[src/logic/tsj_pkg.sv]
// Shared constants, types and register layout for the tether safety junction controller
package tsj_pkg;

  // Clock and prescaled tick
  localparam int unsigned CLK_HZ      = 20_000_000;
  localparam int unsigned TICK_MS     = 10;
  localparam int unsigned TICK_CYC    = CLK_HZ / 1_000 * TICK_MS;

  // Times in their own unit and derived tick counts
  localparam int unsigned DISC_MS     = 10_000;
  localparam int unsigned SEG_MS      = 1_670;
  localparam int unsigned BLINK_MS    = 500;
  localparam int unsigned DEB_MS      = 20;
  localparam int unsigned DISC_TICKS  = DISC_MS / TICK_MS;
  localparam int unsigned SEG_TICKS   = SEG_MS / TICK_MS;
  localparam int unsigned BLINK_TICKS = BLINK_MS / TICK_MS;
  localparam int unsigned DEB_TICKS   = DEB_MS / TICK_MS;
  localparam int unsigned START_TICKS = DEB_TICKS + 1;

  // Counter width, segment count and full segment value
  localparam int unsigned TW          = 10;
  localparam int unsigned NSEG        = 6;
  localparam logic [2:0]  SEG_FULL    = 3'h6;

  // Register byte addresses and reset values
  localparam logic [7:0]  REG_CTRL    = 8'h00;
  localparam logic [7:0]  REG_STATUS  = 8'h04;
  localparam logic [7:0]  REG_TIMER   = 8'h08;
  localparam logic [7:0]  REG_STORE   = 8'h0C;
  localparam logic        CTRL_RST    = 1'b0;

  // Supervisor states
  typedef enum logic [3:0] {
    ST_OFF    = 4'h0,
    ST_START  = 4'h1,
    ST_EMPTY  = 4'h2,
    ST_NORMAL = 4'h3,
    ST_BRIDGE = 4'h4,
    ST_ESTOP  = 4'h5,
    ST_TIMER  = 4'h6,
    ST_SAFE   = 4'h7,
    ST_ERROR  = 4'h8
  } tsj_state_t;

  // Status bar colours
  typedef enum logic [2:0] {
    COL_OFF    = 3'h0,
    COL_GREEN  = 3'h1,
    COL_WHITE  = 3'h2,
    COL_YELLOW = 3'h3,
    COL_RED    = 3'h4
  } tsj_color_t;

  // Pin inputs from the plug and box
  typedef struct packed {
    logic term;
    logic bridge;
    logic estop;
    logic lit_btn;
    logic lit_cfg;
    logic eth;
  } tsj_pins_t;

  // Indicator lamps
  typedef struct packed {
    logic pwr;
    logic lit;
    logic eth;
  } tsj_lamps_t;

  // Retained snapshot
  typedef struct packed {
    logic stop;
    logic bridge;
    logic term;
  } tsj_snap_t;

  // Status register layout
  typedef struct packed {
    logic [5:0] rsv_hi;
    logic       relay;
    logic       pwr;
    logic [1:0] rsv_b;
    tsj_pins_t  pins;
    logic [1:0] rsv_c;
    logic [5:0] seg;
    logic       rsv_d;
    tsj_color_t color;
    logic [3:0] state;
  } tsj_status_t;

endpackage

[src/logic/tsj_top.sv]
// Tether safety junction supervisor with APB register access
//
// Functional notes
// Power lamp green when powered and ready
// Lit-stop lamp green for lit-button terminal
// Network lamp follows Ethernet link
// Solid green bar for healthy terminal
// Solid white bar with bridge plug
// Blinking white bar with nothing attached
// Removal starts 10 s countdown, yellow
// One segment off per 1.67 s
// Countdown expiry enters safe mode, blinking yellow
// Pressed stop gives safe mode, solid red
// Bar driven only while powered
// Power loss opens the stop relays
// Snapshot stored at power-down, reloaded after
// Stored stop with released button is error
// Error clears after press then unlock
// Normal, bridge, stop and error states kept
// Removal detected, timer allows 10 s
// Stop input bypassed during timer state
// Lit button recognised and illuminated
// Lit recognition needs configuration switch
// Pressed button released before normal returns
// Bridge in time, else stop triggered
// Safe mode opens relay outputs
// Timers from prescaled tick, synchronous clear
// Inputs synchronised and debounced
`timescale 1ns/100ps
module tsj_top
  import tsj_pkg::*;
#(
  parameter int unsigned TICK_CYCLES = TICK_CYC
)
(
  input  wire logic        pclk,
  input  wire logic        presetn,
  input  wire logic        psel,
  input  wire logic        penable,
  input  wire logic        pwrite,
  input  wire logic [7:0]  paddr,
  input  wire logic [31:0] pwdata,
  output logic      [31:0] prdata,
  output logic             pready,
  output logic             pslverr,
  input  wire tsj_pins_t   pins,
  input  wire logic        power_good,
  input  wire tsj_snap_t   nv_rd,
  output logic             nv_wr_en,
  output tsj_snap_t        nv_wr,
  output tsj_lamps_t       lamps,
  output tsj_color_t       bar_color,
  output logic [NSEG-1:0]  bar_seg,
  output logic             relay_close,
  output logic             button_lamp
);

  localparam int unsigned PW = $clog2(TICK_CYCLES + 1);
  localparam int unsigned NIN = 6;

  logic [9:0]      sync1_reg;
  logic [9:0]      sync2_reg;
  tsj_pins_t       raw_pins;
  logic            pg;
  tsj_snap_t       nv_in;
  tsj_pins_t       deb;
  logic [PW-1:0]   pre_reg;
  logic            tick_reg;
  logic            pg_prev_reg;
  tsj_state_t      state_reg;
  logic [TW-1:0]   disc_reg;
  logic [TW-1:0]   seg_sub_reg;
  logic [2:0]      seg_lit_reg;
  logic            armed_reg;
  tsj_snap_t       snap_reg;
  logic [TW-1:0]   blink_cnt_reg;
  logic            blink_reg;
  logic            ctrl_reg;
  logic [NSEG-1:0] seg_mask;
  logic            stop_active;
  logic            lit_ok;
  logic            apb_wr;
  tsj_status_t     status_word;

  // two-stage synchroniser
  always_ff @(posedge pclk or negedge presetn)
  begin
    if (!presetn)
    begin
      sync1_reg <= 10'h000;
      sync2_reg <= 10'h000;
    end
    else
    begin
      sync1_reg <= {pins, power_good, nv_rd};
      sync2_reg <= sync1_reg;
    end
  end

  assign raw_pins = sync2_reg[9:4];
  assign pg       = sync2_reg[3];
  assign nv_in    = sync2_reg[2:0];

  // prescaled tick
  always_ff @(posedge pclk or negedge presetn)
  begin
    if (!presetn)
    begin
      pre_reg  <= '0;
      tick_reg <= 1'b0;
    end
    else if (pre_reg == PW'(TICK_CYCLES - 1))
    begin
      pre_reg  <= '0;
      tick_reg <= 1'b1;
    end
    else
    begin
      pre_reg  <= pre_reg + PW'(1);
      tick_reg <= 1'b0;
    end
  end

  // per-input debounce, value accepted after stable ticks
  genvar gi;
  generate
    for (gi = 0; gi < NIN; gi++)
    begin : g_deb
      logic [1:0] cnt_reg;
      logic       val_reg;
      always_ff @(posedge pclk or negedge presetn)
      begin
        if (!presetn)
        begin
          cnt_reg <= 2'h0;
          val_reg <= 1'b0;
        end
        else if (raw_pins[gi] == val_reg)
          cnt_reg <= 2'h0;
        else if (tick_reg)
        begin
          if (cnt_reg == 2'(DEB_TICKS - 1))
          begin
            val_reg <= raw_pins[gi];
            cnt_reg <= 2'h0;
          end
          else
            cnt_reg <= cnt_reg + 2'h1;
        end
      end
      assign deb[gi] = val_reg;
    end
  endgenerate

  // Blink phase shared by blinking bar patterns
  always_ff @(posedge pclk or negedge presetn)
  begin
    if (!presetn)
    begin
      blink_cnt_reg <= '0;
      blink_reg     <= 1'b0;
    end
    else if (tick_reg)
    begin
      if (blink_cnt_reg == TW'(BLINK_TICKS - 1))
      begin
        blink_cnt_reg <= '0;
        blink_reg     <= ~blink_reg;
      end
      else
        blink_cnt_reg <= blink_cnt_reg + TW'(1);
    end
  end

  assign stop_active = (state_reg == ST_ESTOP) || (state_reg == ST_SAFE)
                       || (state_reg == ST_ERROR);
  // lit button counts only with the switch set
  assign lit_ok = deb.term && deb.lit_btn && deb.lit_cfg;

  // Supervisor state machine
  always_ff @(posedge pclk or negedge presetn)
  begin
    if (!presetn)
    begin
      state_reg   <= ST_OFF;
      disc_reg    <= '0;
      seg_sub_reg <= '0;
      seg_lit_reg <= 3'h0;
      armed_reg   <= 1'b0;
      snap_reg    <= '0;
    end
    // synchronous clear while power is absent
    else if (!pg)
    begin
      state_reg   <= ST_OFF;
      disc_reg    <= '0;
      seg_sub_reg <= '0;
      seg_lit_reg <= 3'h0;
      armed_reg   <= 1'b0;
    end
    else
    begin
      case (state_reg)
        ST_OFF:
        begin
          state_reg <= ST_START;
          disc_reg  <= '0;
          // reload retained snapshot
          snap_reg  <= nv_in;
        end
        ST_START:
        begin
          if (tick_reg)
            disc_reg <= disc_reg + TW'(1);
          if (disc_reg == TW'(START_TICKS))
          begin
            // stored stop but button released
            if (snap_reg.stop && deb.term && !deb.estop)
            begin
              state_reg <= ST_ERROR;
              armed_reg <= 1'b0;
            end
            else if (deb.bridge)
              state_reg <= ST_BRIDGE;
            else if (deb.term && (deb.estop || snap_reg.stop))
              state_reg <= ST_ESTOP;
            else if (deb.term)
              state_reg <= ST_NORMAL;
            else
              state_reg <= ST_EMPTY;
          end
        end
        ST_EMPTY:
        begin
          if (deb.bridge)
            state_reg <= ST_BRIDGE;
          else if (deb.term && deb.estop)
            state_reg <= ST_ESTOP;
          else if (deb.term)
            state_reg <= ST_NORMAL;
        end
        ST_NORMAL, ST_BRIDGE:
        begin
          // pressed button trips the stop
          if (state_reg == ST_NORMAL && deb.term && deb.estop)
            state_reg <= ST_ESTOP;
          else if (ctrl_reg)
            state_reg <= ST_SAFE;
          // removal starts the reconnect timer
          else if ((state_reg == ST_NORMAL && !deb.term)
                   || (state_reg == ST_BRIDGE && !deb.bridge))
          begin
            state_reg   <= ST_TIMER;
            disc_reg    <= '0;
            seg_sub_reg <= '0;
            seg_lit_reg <= SEG_FULL;
          end
          // bridge plug taken over from normal unless stop, force-safe or removal applies first
          else if (deb.bridge)
            state_reg <= ST_BRIDGE;
        end
        ST_TIMER:
        begin
          // bridge accepted within the window
          if (deb.bridge)
            state_reg <= ST_BRIDGE;
          // stop input ignored until a released terminal
          else if (deb.term && !deb.estop)
            state_reg <= ST_NORMAL;
          else if (ctrl_reg)
            state_reg <= ST_SAFE;
          else if (tick_reg)
          begin
            disc_reg <= disc_reg + TW'(1);
            // step one segment off per period
            if (seg_sub_reg == TW'(SEG_TICKS - 1))
            begin
              seg_sub_reg <= '0;
              if (seg_lit_reg != 3'h0)
                seg_lit_reg <= seg_lit_reg - 3'h1;
            end
            else
              seg_sub_reg <= seg_sub_reg + TW'(1);
            // expiry enters safe mode
            if (disc_reg == TW'(DISC_TICKS - 1))
            begin
              state_reg   <= ST_SAFE;
              seg_lit_reg <= 3'h0;
            end
          end
        end
        ST_SAFE:
        begin
          if (!ctrl_reg && deb.bridge)
            state_reg <= ST_BRIDGE;
          else if (!ctrl_reg && deb.term && !deb.estop)
            state_reg <= ST_NORMAL;
        end
        ST_ESTOP:
        begin
          // released button before normal
          if (deb.term && !deb.estop && !ctrl_reg)
            state_reg <= ST_NORMAL;
          else if (!deb.term)
          begin
            state_reg   <= ST_TIMER;
            disc_reg    <= '0;
            seg_sub_reg <= '0;
            seg_lit_reg <= SEG_FULL;
          end
        end
        ST_ERROR:
        begin
          // press then unlock clears error
          if (deb.term && deb.estop)
            armed_reg <= 1'b1;
          else if (armed_reg && deb.term && !deb.estop)
          begin
            state_reg <= ST_NORMAL;
            armed_reg <= 1'b0;
          end
        end
        default:
          state_reg <= ST_OFF;
      endcase
    end
  end

  // Lit segments fill from the left, right end goes dark first
  generate
    for (gi = 0; gi < NSEG; gi++)
    begin : g_seg
      assign seg_mask[gi] = ({1'b0, seg_lit_reg} + 4'(gi)) >= 4'(NSEG);
    end
  endgenerate

  // Retained snapshot write at power-down
  always_ff @(posedge pclk or negedge presetn)
  begin
    if (!presetn)
    begin
      pg_prev_reg <= 1'b0;
      nv_wr_en    <= 1'b0;
      nv_wr       <= '0;
    end
    else
    begin
      pg_prev_reg <= pg;
      nv_wr_en    <= 1'b0;
      // store inputs and stop state
      if (pg_prev_reg && !pg && state_reg != ST_OFF && state_reg != ST_START)
      begin
        nv_wr_en <= 1'b1;
        nv_wr    <= {stop_active, deb.bridge, deb.term};
      end
    end
  end

  // Relay, lamps and status bar
  always_ff @(posedge pclk or negedge presetn)
  begin
    if (!presetn)
    begin
      relay_close <= 1'b0;
      lamps       <= '0;
      button_lamp <= 1'b0;
      bar_color   <= COL_OFF;
      bar_seg     <= '0;
    end
    else
    begin
      // relays open on power loss; R23: open in safe mode
      relay_close <= pg && ((state_reg == ST_NORMAL) || (state_reg == ST_BRIDGE)
                            || (state_reg == ST_TIMER));
      // ready once startup has finished
      lamps.pwr   <= pg && (state_reg != ST_OFF) && (state_reg != ST_START);
      // lit-stop lamp
      lamps.lit   <= pg && lit_ok;
      // network lamp
      lamps.eth   <= pg && deb.eth;
      // drive the button illumination
      button_lamp <= pg && lit_ok && (state_reg != ST_OFF);
      bar_color   <= COL_OFF;
      bar_seg     <= '0;
      // bar only while the power lamp is lit
      if (lamps.pwr && pg)
      begin
        case (state_reg)
          // solid green
          ST_NORMAL:
          begin
            bar_color <= COL_GREEN;
            bar_seg   <= '1;
          end
          // solid white
          ST_BRIDGE:
          begin
            bar_color <= COL_WHITE;
            bar_seg   <= '1;
          end
          // blinking white
          ST_EMPTY:
          begin
            bar_color <= COL_WHITE;
            bar_seg   <= {NSEG{blink_reg}};
          end
          // yellow countdown
          ST_TIMER:
          begin
            bar_color <= COL_YELLOW;
            bar_seg   <= seg_mask;
          end
          // blinking yellow
          ST_SAFE:
          begin
            bar_color <= COL_YELLOW;
            bar_seg   <= {NSEG{blink_reg}};
          end
          // solid red
          ST_ESTOP:
          begin
            bar_color <= COL_RED;
            bar_seg   <= '1;
          end
          ST_ERROR:
          begin
            bar_color <= COL_RED;
            bar_seg   <= {NSEG{blink_reg}};
          end
          default:
          begin
            bar_color <= COL_OFF;
            bar_seg   <= '0;
          end
        endcase
      end
    end
  end

  // Status word assembly
  always_comb
  begin
    status_word        = '0;
    status_word.relay  = relay_close;
    status_word.pwr    = lamps.pwr;
    status_word.pins   = deb;
    status_word.seg    = bar_seg;
    status_word.color  = bar_color;
    status_word.state  = state_reg;
  end

  assign apb_wr = psel && penable && pready && pwrite;

  // Control register, force-safe request
  always_ff @(posedge pclk or negedge presetn)
  begin
    if (!presetn)
      ctrl_reg <= CTRL_RST;
    else if (apb_wr && paddr == REG_CTRL)
      ctrl_reg <= pwdata[0];
  end

  // APB slave, one wait state, error on unmapped address
  always_ff @(posedge pclk or negedge presetn)
  begin
    if (!presetn)
    begin
      pready  <= 1'b0;
      pslverr <= 1'b0;
      prdata  <= 32'h0000_0000;
    end
    else if (psel && penable && !pready)
    begin
      pready  <= 1'b1;
      pslverr <= 1'b0;
      prdata  <= 32'h0000_0000;
      if (paddr == REG_CTRL)
        prdata <= {31'h0000_0000, ctrl_reg};
      else if (paddr == REG_STATUS)
        prdata <= status_word;
      else if (paddr == REG_TIMER)
        prdata <= {22'h00_0000, disc_reg};
      else if (paddr == REG_STORE)
        prdata <= {29'h0000_0000, snap_reg};
      else
        pslverr <= 1'b1;
    end
    else
    begin
      pready  <= 1'b0;
      pslverr <= 1'b0;
    end
  end

endmodule

[config.mk]
export PLATFORM = sky130hd
export DESIGN_NAME = tsj_top
export DESIGN_NICKNAME = d
export VERILOG_FILES = /design/src/logic/tsj_pkg.sv /design/src/logic/tsj_top.sv
export SDC_FILE = /design/constraint.sdc
export NUM_CORES = 1
export LEC_CHECK = 0
export BUFFER_PORTS_ARGS = -buffer_cell sky130_fd_sc_hd__buf_2
export CORE_ASPECT_RATIO = 0.5
export CORE_MARGIN = 2
export CORE_UTILIZATION = 46
export CTS_CLUSTER_DIAMETER = 120
export DETAILED_ROUTE_END_ITERATION = 10
export PLACE_DENSITY = 0.69
export SYNTH_ARGS = -nofsm -noshare
export SYNTH_HDL_FRONTEND = slang
export SYNTH_SLANG_ARGS = --single-unit
[constraint.sdc]
create_clock -name pclk -period 2.05 [get_ports pclk]
set_input_delay 0.205 -clock pclk [delete_from_list [all_inputs] [get_ports pclk]]
set_output_delay 0.205 -clock pclk [all_outputs]
set_load 0.02 [all_outputs]
==> reports/results.txt, run 1 <==
Post-synth ARST share -> 100.0%
Final hold vios -> 0
Ant diodes -> 0
Cell variety after synth -> 73
Leakage -> 4.287 nW
Global Route met3 Usage -> 5.008%
Total grt overflow -> 0
Worst Tran Pin Value -> 0.5957 ns
Synth Area in XOR/XNOR -> 4.221%
CP endpoint kind -> flip-flop
Synth Area per Inst -> 10.30 um^2
Cell count after placement -> 984
Global-route wire length before repair -> 27,300 um
P&R area growth vs syn -> 30.24%
Max FO, Critical Path -> 6
Share of cells above drive strength 1 -> 30.48%
Input/output buffers -> 65
Post-synthesis register bit count -> 143
CP Class -> flip-flop to flip-flop
VDD IR max -> 0.8638 mV
Fin. max-slew vios -> 0
CTS tree -> done
Largest net degree at the start of global routing -> 62
IO Count -> 107
R2r setup slk -> -0.04 ns
Worst setup margin -> -0.04144 ns
Number of global-route vias before repair -> 5,365
Commonest non-fill, non-tap cell in the layout -> dfrtp_1
Total iterations of the first detailed-routing run -> 5
Total CTS buffers -> 17
Post-layout util -> 61.48%
Die area -> 15,940 um^2
# DRC -> 0
Sequential area share after synthesis -> 52.26%
Detailed-route wire length per cell -> 16.22 um
Unrepaired setup endpoints after global routing -> true
Rel. slew slack -> 60.20%
Top post-synthesis cells by area -> dfrtp_1, o21ai_0, nor2_1
Final net count -> 895
Tot Pwr -> 8.354 mW
Adder-cell share of the synthesized area -> 2.010%
Met1 usage -> 30.99%
Post-synthesis compound-gate area fraction -> 14.47%
Peak-usage layer in the global routing report -> met2
Yosys Warn Count -> 0
Family with the most delay on the worst path -> compound AO/OA/AOI/OAI gates
Pwr dens -> 936.7 nW/um^2
Status -> finished with violations
Commonest non-fill, non-tap cells in the layout -> dfrtp_1, buf_4, buf_2
Initial Util -> 47.21%
Hold depth -> 2
Period utilization -> 102.0%
Initial antenna violation count -> 0
CP max stage delay -> 0.48 ns
Cell area after synthesis -> 6848 um^2
EDFF count, synth -> 0
CP startpoint kind -> flip-flop
Clk Latency, worst-skew pair -> 0.41 ns
Core Rows -> 31
Worst Hold End -> ctrl_reg
GRT Total Usage -> 21.75%
Yosys top cell area share -> 52.26%
Buffers and inverters on the worst path -> 4
Main combinational cell family by area after synthesis -> simple AND/OR/NAND/NOR gates
Die width -> 176.6 um
Clk buf depth -> 2
Cell Count, Final, Fillers Out -> 1,038
Vias per cell -> 5.386
CP max stage cell -> dfrtp_2
Placed Instance Area -> 7930 um^2
Final Wtd Congestion -> 0.9300
Worst Hold Launch -> pwdata[0]
Met2 Track Usage GR -> 34.02%
Clock Sinks -> 143
Worst flop-to-flop path startpoint -> state_reg[0]
Dpl hpwl -> 11,570 um
Hold Path Class -> input port to flip-flop
Design area -> 8919 um^2
Critical Path RT -> 2.35 ns
Main flop type after synthesis -> dfrtp_1
CP dominant cell by count -> buf_6
Failing checks -> negative setup slack
Worst Clk Skew -> 0.008540 ns
Vias -> 5,591
Reg-to-reg endpoint -> state_reg[3]
Min Tclk post-route -> 2.091 ns
Final wirelength -> 16,840 um
Max frequency -> 0.4781 GHz
Largest register FFs -> 22
CP Cell Sequence -> buf_6, buf_2, and2b_1, nand3_2, buf_6, o21ai_2, a311o_4, buf_6, o41ai_2
Hold_ws -> 0.04185 ns
Final ANT Viol Nets -> 0
Syn Inst Count -> 665
H-tree levels -> 4
Mux contribution to synthesized area -> 3.033%
Worst R2R Path Depth -> 9
# fillers -> 1,181
Die span in y -> 90.28 um
Iter 0 DRT Violations -> 565
Core box area -> 14,510 um^2
Synth Area in Simple Gates -> 19.19%
# Max-Cap Violations -> 0
Clk slew on worst S/H paths -> 0.06 ns
Clock root buffer -> clkbuf_16
Cell taking the most area after synthesis -> dfrtp_1
Final setup fails -> 3
CP arrival -> 2.39 ns
-- metrics by stage --
| step | setup TNS (ns) | setup WS, ns |
|---|---|---|
| final | -0.05450 | -0.04144 |
| after global routing | -0.9467 | -0.1107 |
| after CTS | -0.003275 | -0.003275 |
| after detailed placement | -4.278 | -0.2281 |
| after global placement | -2.462 | -0.1492 |
| after floorplan | 0 | 0.01267 |
-- synth_stat cells (11+ instances only) --
cell type and n:
and3_1 14, dfrtp_1 143, clkbuf_1 15, buf_4 13, nor2b_1 11, a21oi_1 12, nand3_1 30, a22o_1 15
mux2_2 12, nand2b_1 15, nor2_1 60, ha_1 11, o21ai_0 49, inv_1 25, xnor2_1 23, nand2_1 58
-- logic make-up after synthesis --
| group | after synthesis |
|---|---|
| buffers and inverters | 67 |
| multiplexers | 17 |
| adder cells (fa/ha/maj) | 11 |
| other | 1 |
| AND/OR/NAND/NOR | 249 |
| AO/OA/AOI/OAI | 144 |
| flip-flops | 143 |
| XOR/XNOR | 33 |
-- report_power, final --
| part | internal (mW) | leakage (nW) | switching (mW) |
|---|---|---|---|
| clock | 1.93 | 0.281 | 1.19 |
| combinational | 1.01 | 2.10 | 1.12 |
| sequential | 2.97 | 1.91 | 0.151 |
| total | 5.90 | 4.29 | 2.45 |
-- worst max path at each step --
stage	startpoint	end	slack, ns	cells past startpoint
2_1_floorplan	disc_reg[1]	state_reg[0]	0.01	7
3_3_place_gp	state_reg[0]	disc_reg[5]	-0.15	7
3_5_place_dp	state_reg[0]	disc_reg[6]	-0.23	8
4_1_cts	disc_reg[9]	state_reg[3]	-0.003	6
5_1_grt	state_reg[0]	seg_sub_reg[8]	-0.11	8
6_report	state_reg[0]	state_reg[3]	-0.04	9
-- worst reg2reg max path, delay by kind of cell (launching register included) --
kind / cells / cell delay [ns]
AO/OA/AOI/OAI: 3 / 0.67
buffers and inverters: 4 / 0.54
flip-flops: 1 / 0.48
AND/OR/NAND/NOR: 2 / 0.28
-- routing by layer --
metal,vias to the layer above,share of wire (%)
met5,-,0
met4,0,1.3
met3,21,5.2
met2,166,46
met1,2739,48
li1,2665,-
-- timing repair --
action	CTS	global route
hold buffers	11	0
resized for setup	16	41
setup buffers	6	7
endpoints found under the hold margin	68	0
pin swaps	5	14
endpoints found under the setup margin	26	27
-- final cells by class --
class | instances | area, um^2 | share of cell area (%)
flip-flops and latches | 143 | 3585 | 40.19
multi-input cells | 464 | 3168 | 35.52
repair buffers | 178 | 1240 | 13.90
clock buffers | 19 | 442.9 | 4.966
well taps | 198 | 247.7 | 2.778
clock inverters | 11 | 141.4 | 1.585
inverters | 25 | 93.84 | 1.052
No activity file was read; power rests on OpenSTA's default activity.
==> inputs of run 2 (changes only) <==
--- a/config.mk
+++ b/config.mk
@@ -8,10 +8,10 @@
 export BUFFER_PORTS_ARGS = -buffer_cell sky130_fd_sc_hd__buf_2
 export CORE_ASPECT_RATIO = 0.5
 export CORE_MARGIN = 2
-export CORE_UTILIZATION = 46
+export CORE_UTILIZATION = 51
 export CTS_CLUSTER_DIAMETER = 120
 export DETAILED_ROUTE_END_ITERATION = 10
-export PLACE_DENSITY = 0.69
+export PLACE_DENSITY = 0.76
 export SYNTH_ARGS = -nofsm -noshare
 export SYNTH_HDL_FRONTEND = slang
 export SYNTH_SLANG_ARGS = --single-unit
==> run 2 against run 1 <==
The run still ends with negative setup slack left. Via count increased by 0.68%. First-iteration DRC count down 24%. Count of clock-buffer cells in the layout up 1. Power rose by 1.1%. Critical endpoint is now state_reg[1]. Largest power group is now the clock network.
==> reports/results.txt, run 2 (synthesis gave the netlist of run 1 again) <==
CP startpoint kind -> flip-flop
Vias per cell -> 5.652
Leakage -> 4.224 nW
Final wirelength -> 16,360 um
CP max stage cell -> nor4bb_4
# fillers -> 907
Core box area -> 12,880 um^2
Die width -> 167.9 um
Dpl hpwl -> 11,130 um
CP arrival -> 2.46 ns
Post-layout util -> 68.78%
Commonest non-fill, non-tap cell in the layout -> dfrtp_1
Reg-to-reg endpoint -> state_reg[1]
Global-route wire length before repair -> 27,140 um
Unrepaired setup endpoints after global routing -> true
Worst R2R Path Depth -> 7
Max frequency -> 0.4623 GHz
Critical path depth in cells -> 7
Period utilization -> 105.5%
P&R area growth vs syn -> 29.38%
CP Class -> flip-flop to flip-flop
CTS tree -> done
Worst slack at placement -> -0.1063 ns
Clk Latency, worst-skew pair -> 0.41 ns
Clk slew on worst S/H paths -> 0.06 ns
GRT Total Usage -> 23.81%
Total CTS buffers -> 17
Die area -> 14,430 um^2
Total iterations of the first detailed-routing run -> 5
Largest net degree at the start of global routing -> 49
Input/output buffers -> 65
Initial antenna violation count -> 0
Critical Path RT -> 2.35 ns
H-tree levels -> 4
CP endpoint kind -> flip-flop
Worst Setup SP -> state_reg[0]
Initial Util -> 53.16%
Final ANT Viol Nets -> 0
Hold Path Class -> input port to flip-flop
Final hold vios -> 0
Min Tclk post-route -> 2.163 ns
IO Count -> 107
CP endpoint -> state_reg[1]
# Max-Cap Violations -> 0
Vias -> 5,629
Detailed-route wire length per cell -> 16.43 um
CP Cell Sequence -> buf_6, nor4bb_4, nand2_1, nor4_1, a21o_1, a311o_4, mux2_4
Fin. max-slew vios -> 0
Iter 0 DRT Violations -> 429
Buffers and inverters on the worst path -> 1
Family with the most delay on the worst path -> simple AND/OR/NAND/NOR gates
Worst Hold Launch -> pwdata[0]
Clock root buffer -> clkbuf_16
Total grt overflow -> 0
Largest register FFs -> 22
Failing checks -> negative setup slack
Share of cells above drive strength 1 -> 28.45%
Multi-input logic area -> 3172 um^2
Number of global-route vias before repair -> 5,547
Commonest non-fill, non-tap cells in the layout -> dfrtp_1, buf_4, buf_2
Max FO, Critical Path -> 9
Worst flop-to-flop path startpoint -> state_reg[0]
FF/Latch Area -> 3580 um^2
Worst Clk Skew -> 0.01107 ns
Status -> finished with violations
VDD IR max -> 0.6912 mV
Clk buf depth -> 2
Ant diodes -> 0
CP max stage delay -> 0.43 ns
Worst setup margin -> -0.1133 ns
Clock Sinks -> 143
# DRC -> 0
Final net count -> 879
Pwr dens -> 953.0 nW/um^2
Final setup fails -> 13
Core Rows -> 29
R2r setup slk -> -0.11 ns
Die span in y -> 85.94 um
Final Wtd Congestion -> 0.9265
run 2: changes by cell type in the layout (fill, tap and decap cells not counted), moves of 4 or more:
cell,delta
o21ai_1,+7
buf_12,+5
o21ai_0,-7
buf_4,-19
dfrtp_2,-4
dfrtp_1,+4
run 2: repair_timing:
item / CTS / global route
gates resized for setup: 9 / 47
setup buffers: 4 / 4
hold buffers: 11 / 0
setup endpoints to repair: 19 / 27
pin swaps: 4 / 5
hold endpoints to repair: 53 / 0
run 2: layer usage:
layer,global-route usage (%),vias up,share of wire [%]
li1,-,2642,-
met1,32.18,2768,46
met2,38.58,190,46
met3,4.338,29,5.1
met4,9.802,0,2.2
met5,0,-,0
run 2: where the power goes:
part | switching (mW) | internal (mW) | leakage (nW) | total, mW
Clock | 1.21 | 2.05 | 0.296 | 3.27
Combinational | 1.13 | 0.954 | 2.01 | 2.08
Sequential | 0.135 | 2.96 | 1.91 | 3.10
Total | 2.47 | 5.97 | 4.22 | 8.44
run 2: per-stage QoR:
step                      std cells  TNS [ns]  instance area [um^2]  power [mW]  hold WS (ns)
after floorplan                 674         0                  6894       4.211      -0.09059
after global placement          946   -0.2674                  7874       4.949        0.1621
after detailed placement        946   -0.9088                  7874       5.000        0.1725
after CTS                       993  -0.01903                  8680       8.345       0.04911
after global routing            996    -2.104                  8860       8.802       0.05430
final                           996   -0.5128                  8860       8.444       0.05510
run 2: area by class of cell:
type,instances,area share [%]
Inverter,25,1.059
Multi-Input combinational cell,464,35.80
Sequential cell,143,40.40
Clock inverter,12,2.076
Timing Repair Buffer,162,13.33
Tap cell,170,2.401
Clock buffer,20,4.929
run 2: how the worst min path moves through the flow:
| stage | endpoint | slack, ns | cells after the start |
|---|---|---|---|
| after floorplan | armed_reg | -0.09 | 0 |
| after global placement | g_deb[1].cnt_reg[0] | 0.16 | 1 |
| after detailed placement | g_deb[1].cnt_reg[1] | 0.17 | 1 |
| after CTS | ctrl_reg | 0.05 | 2 |
| after global routing | ctrl_reg | 0.05 | 2 |
| final | ctrl_reg | 0.06 | 2 |
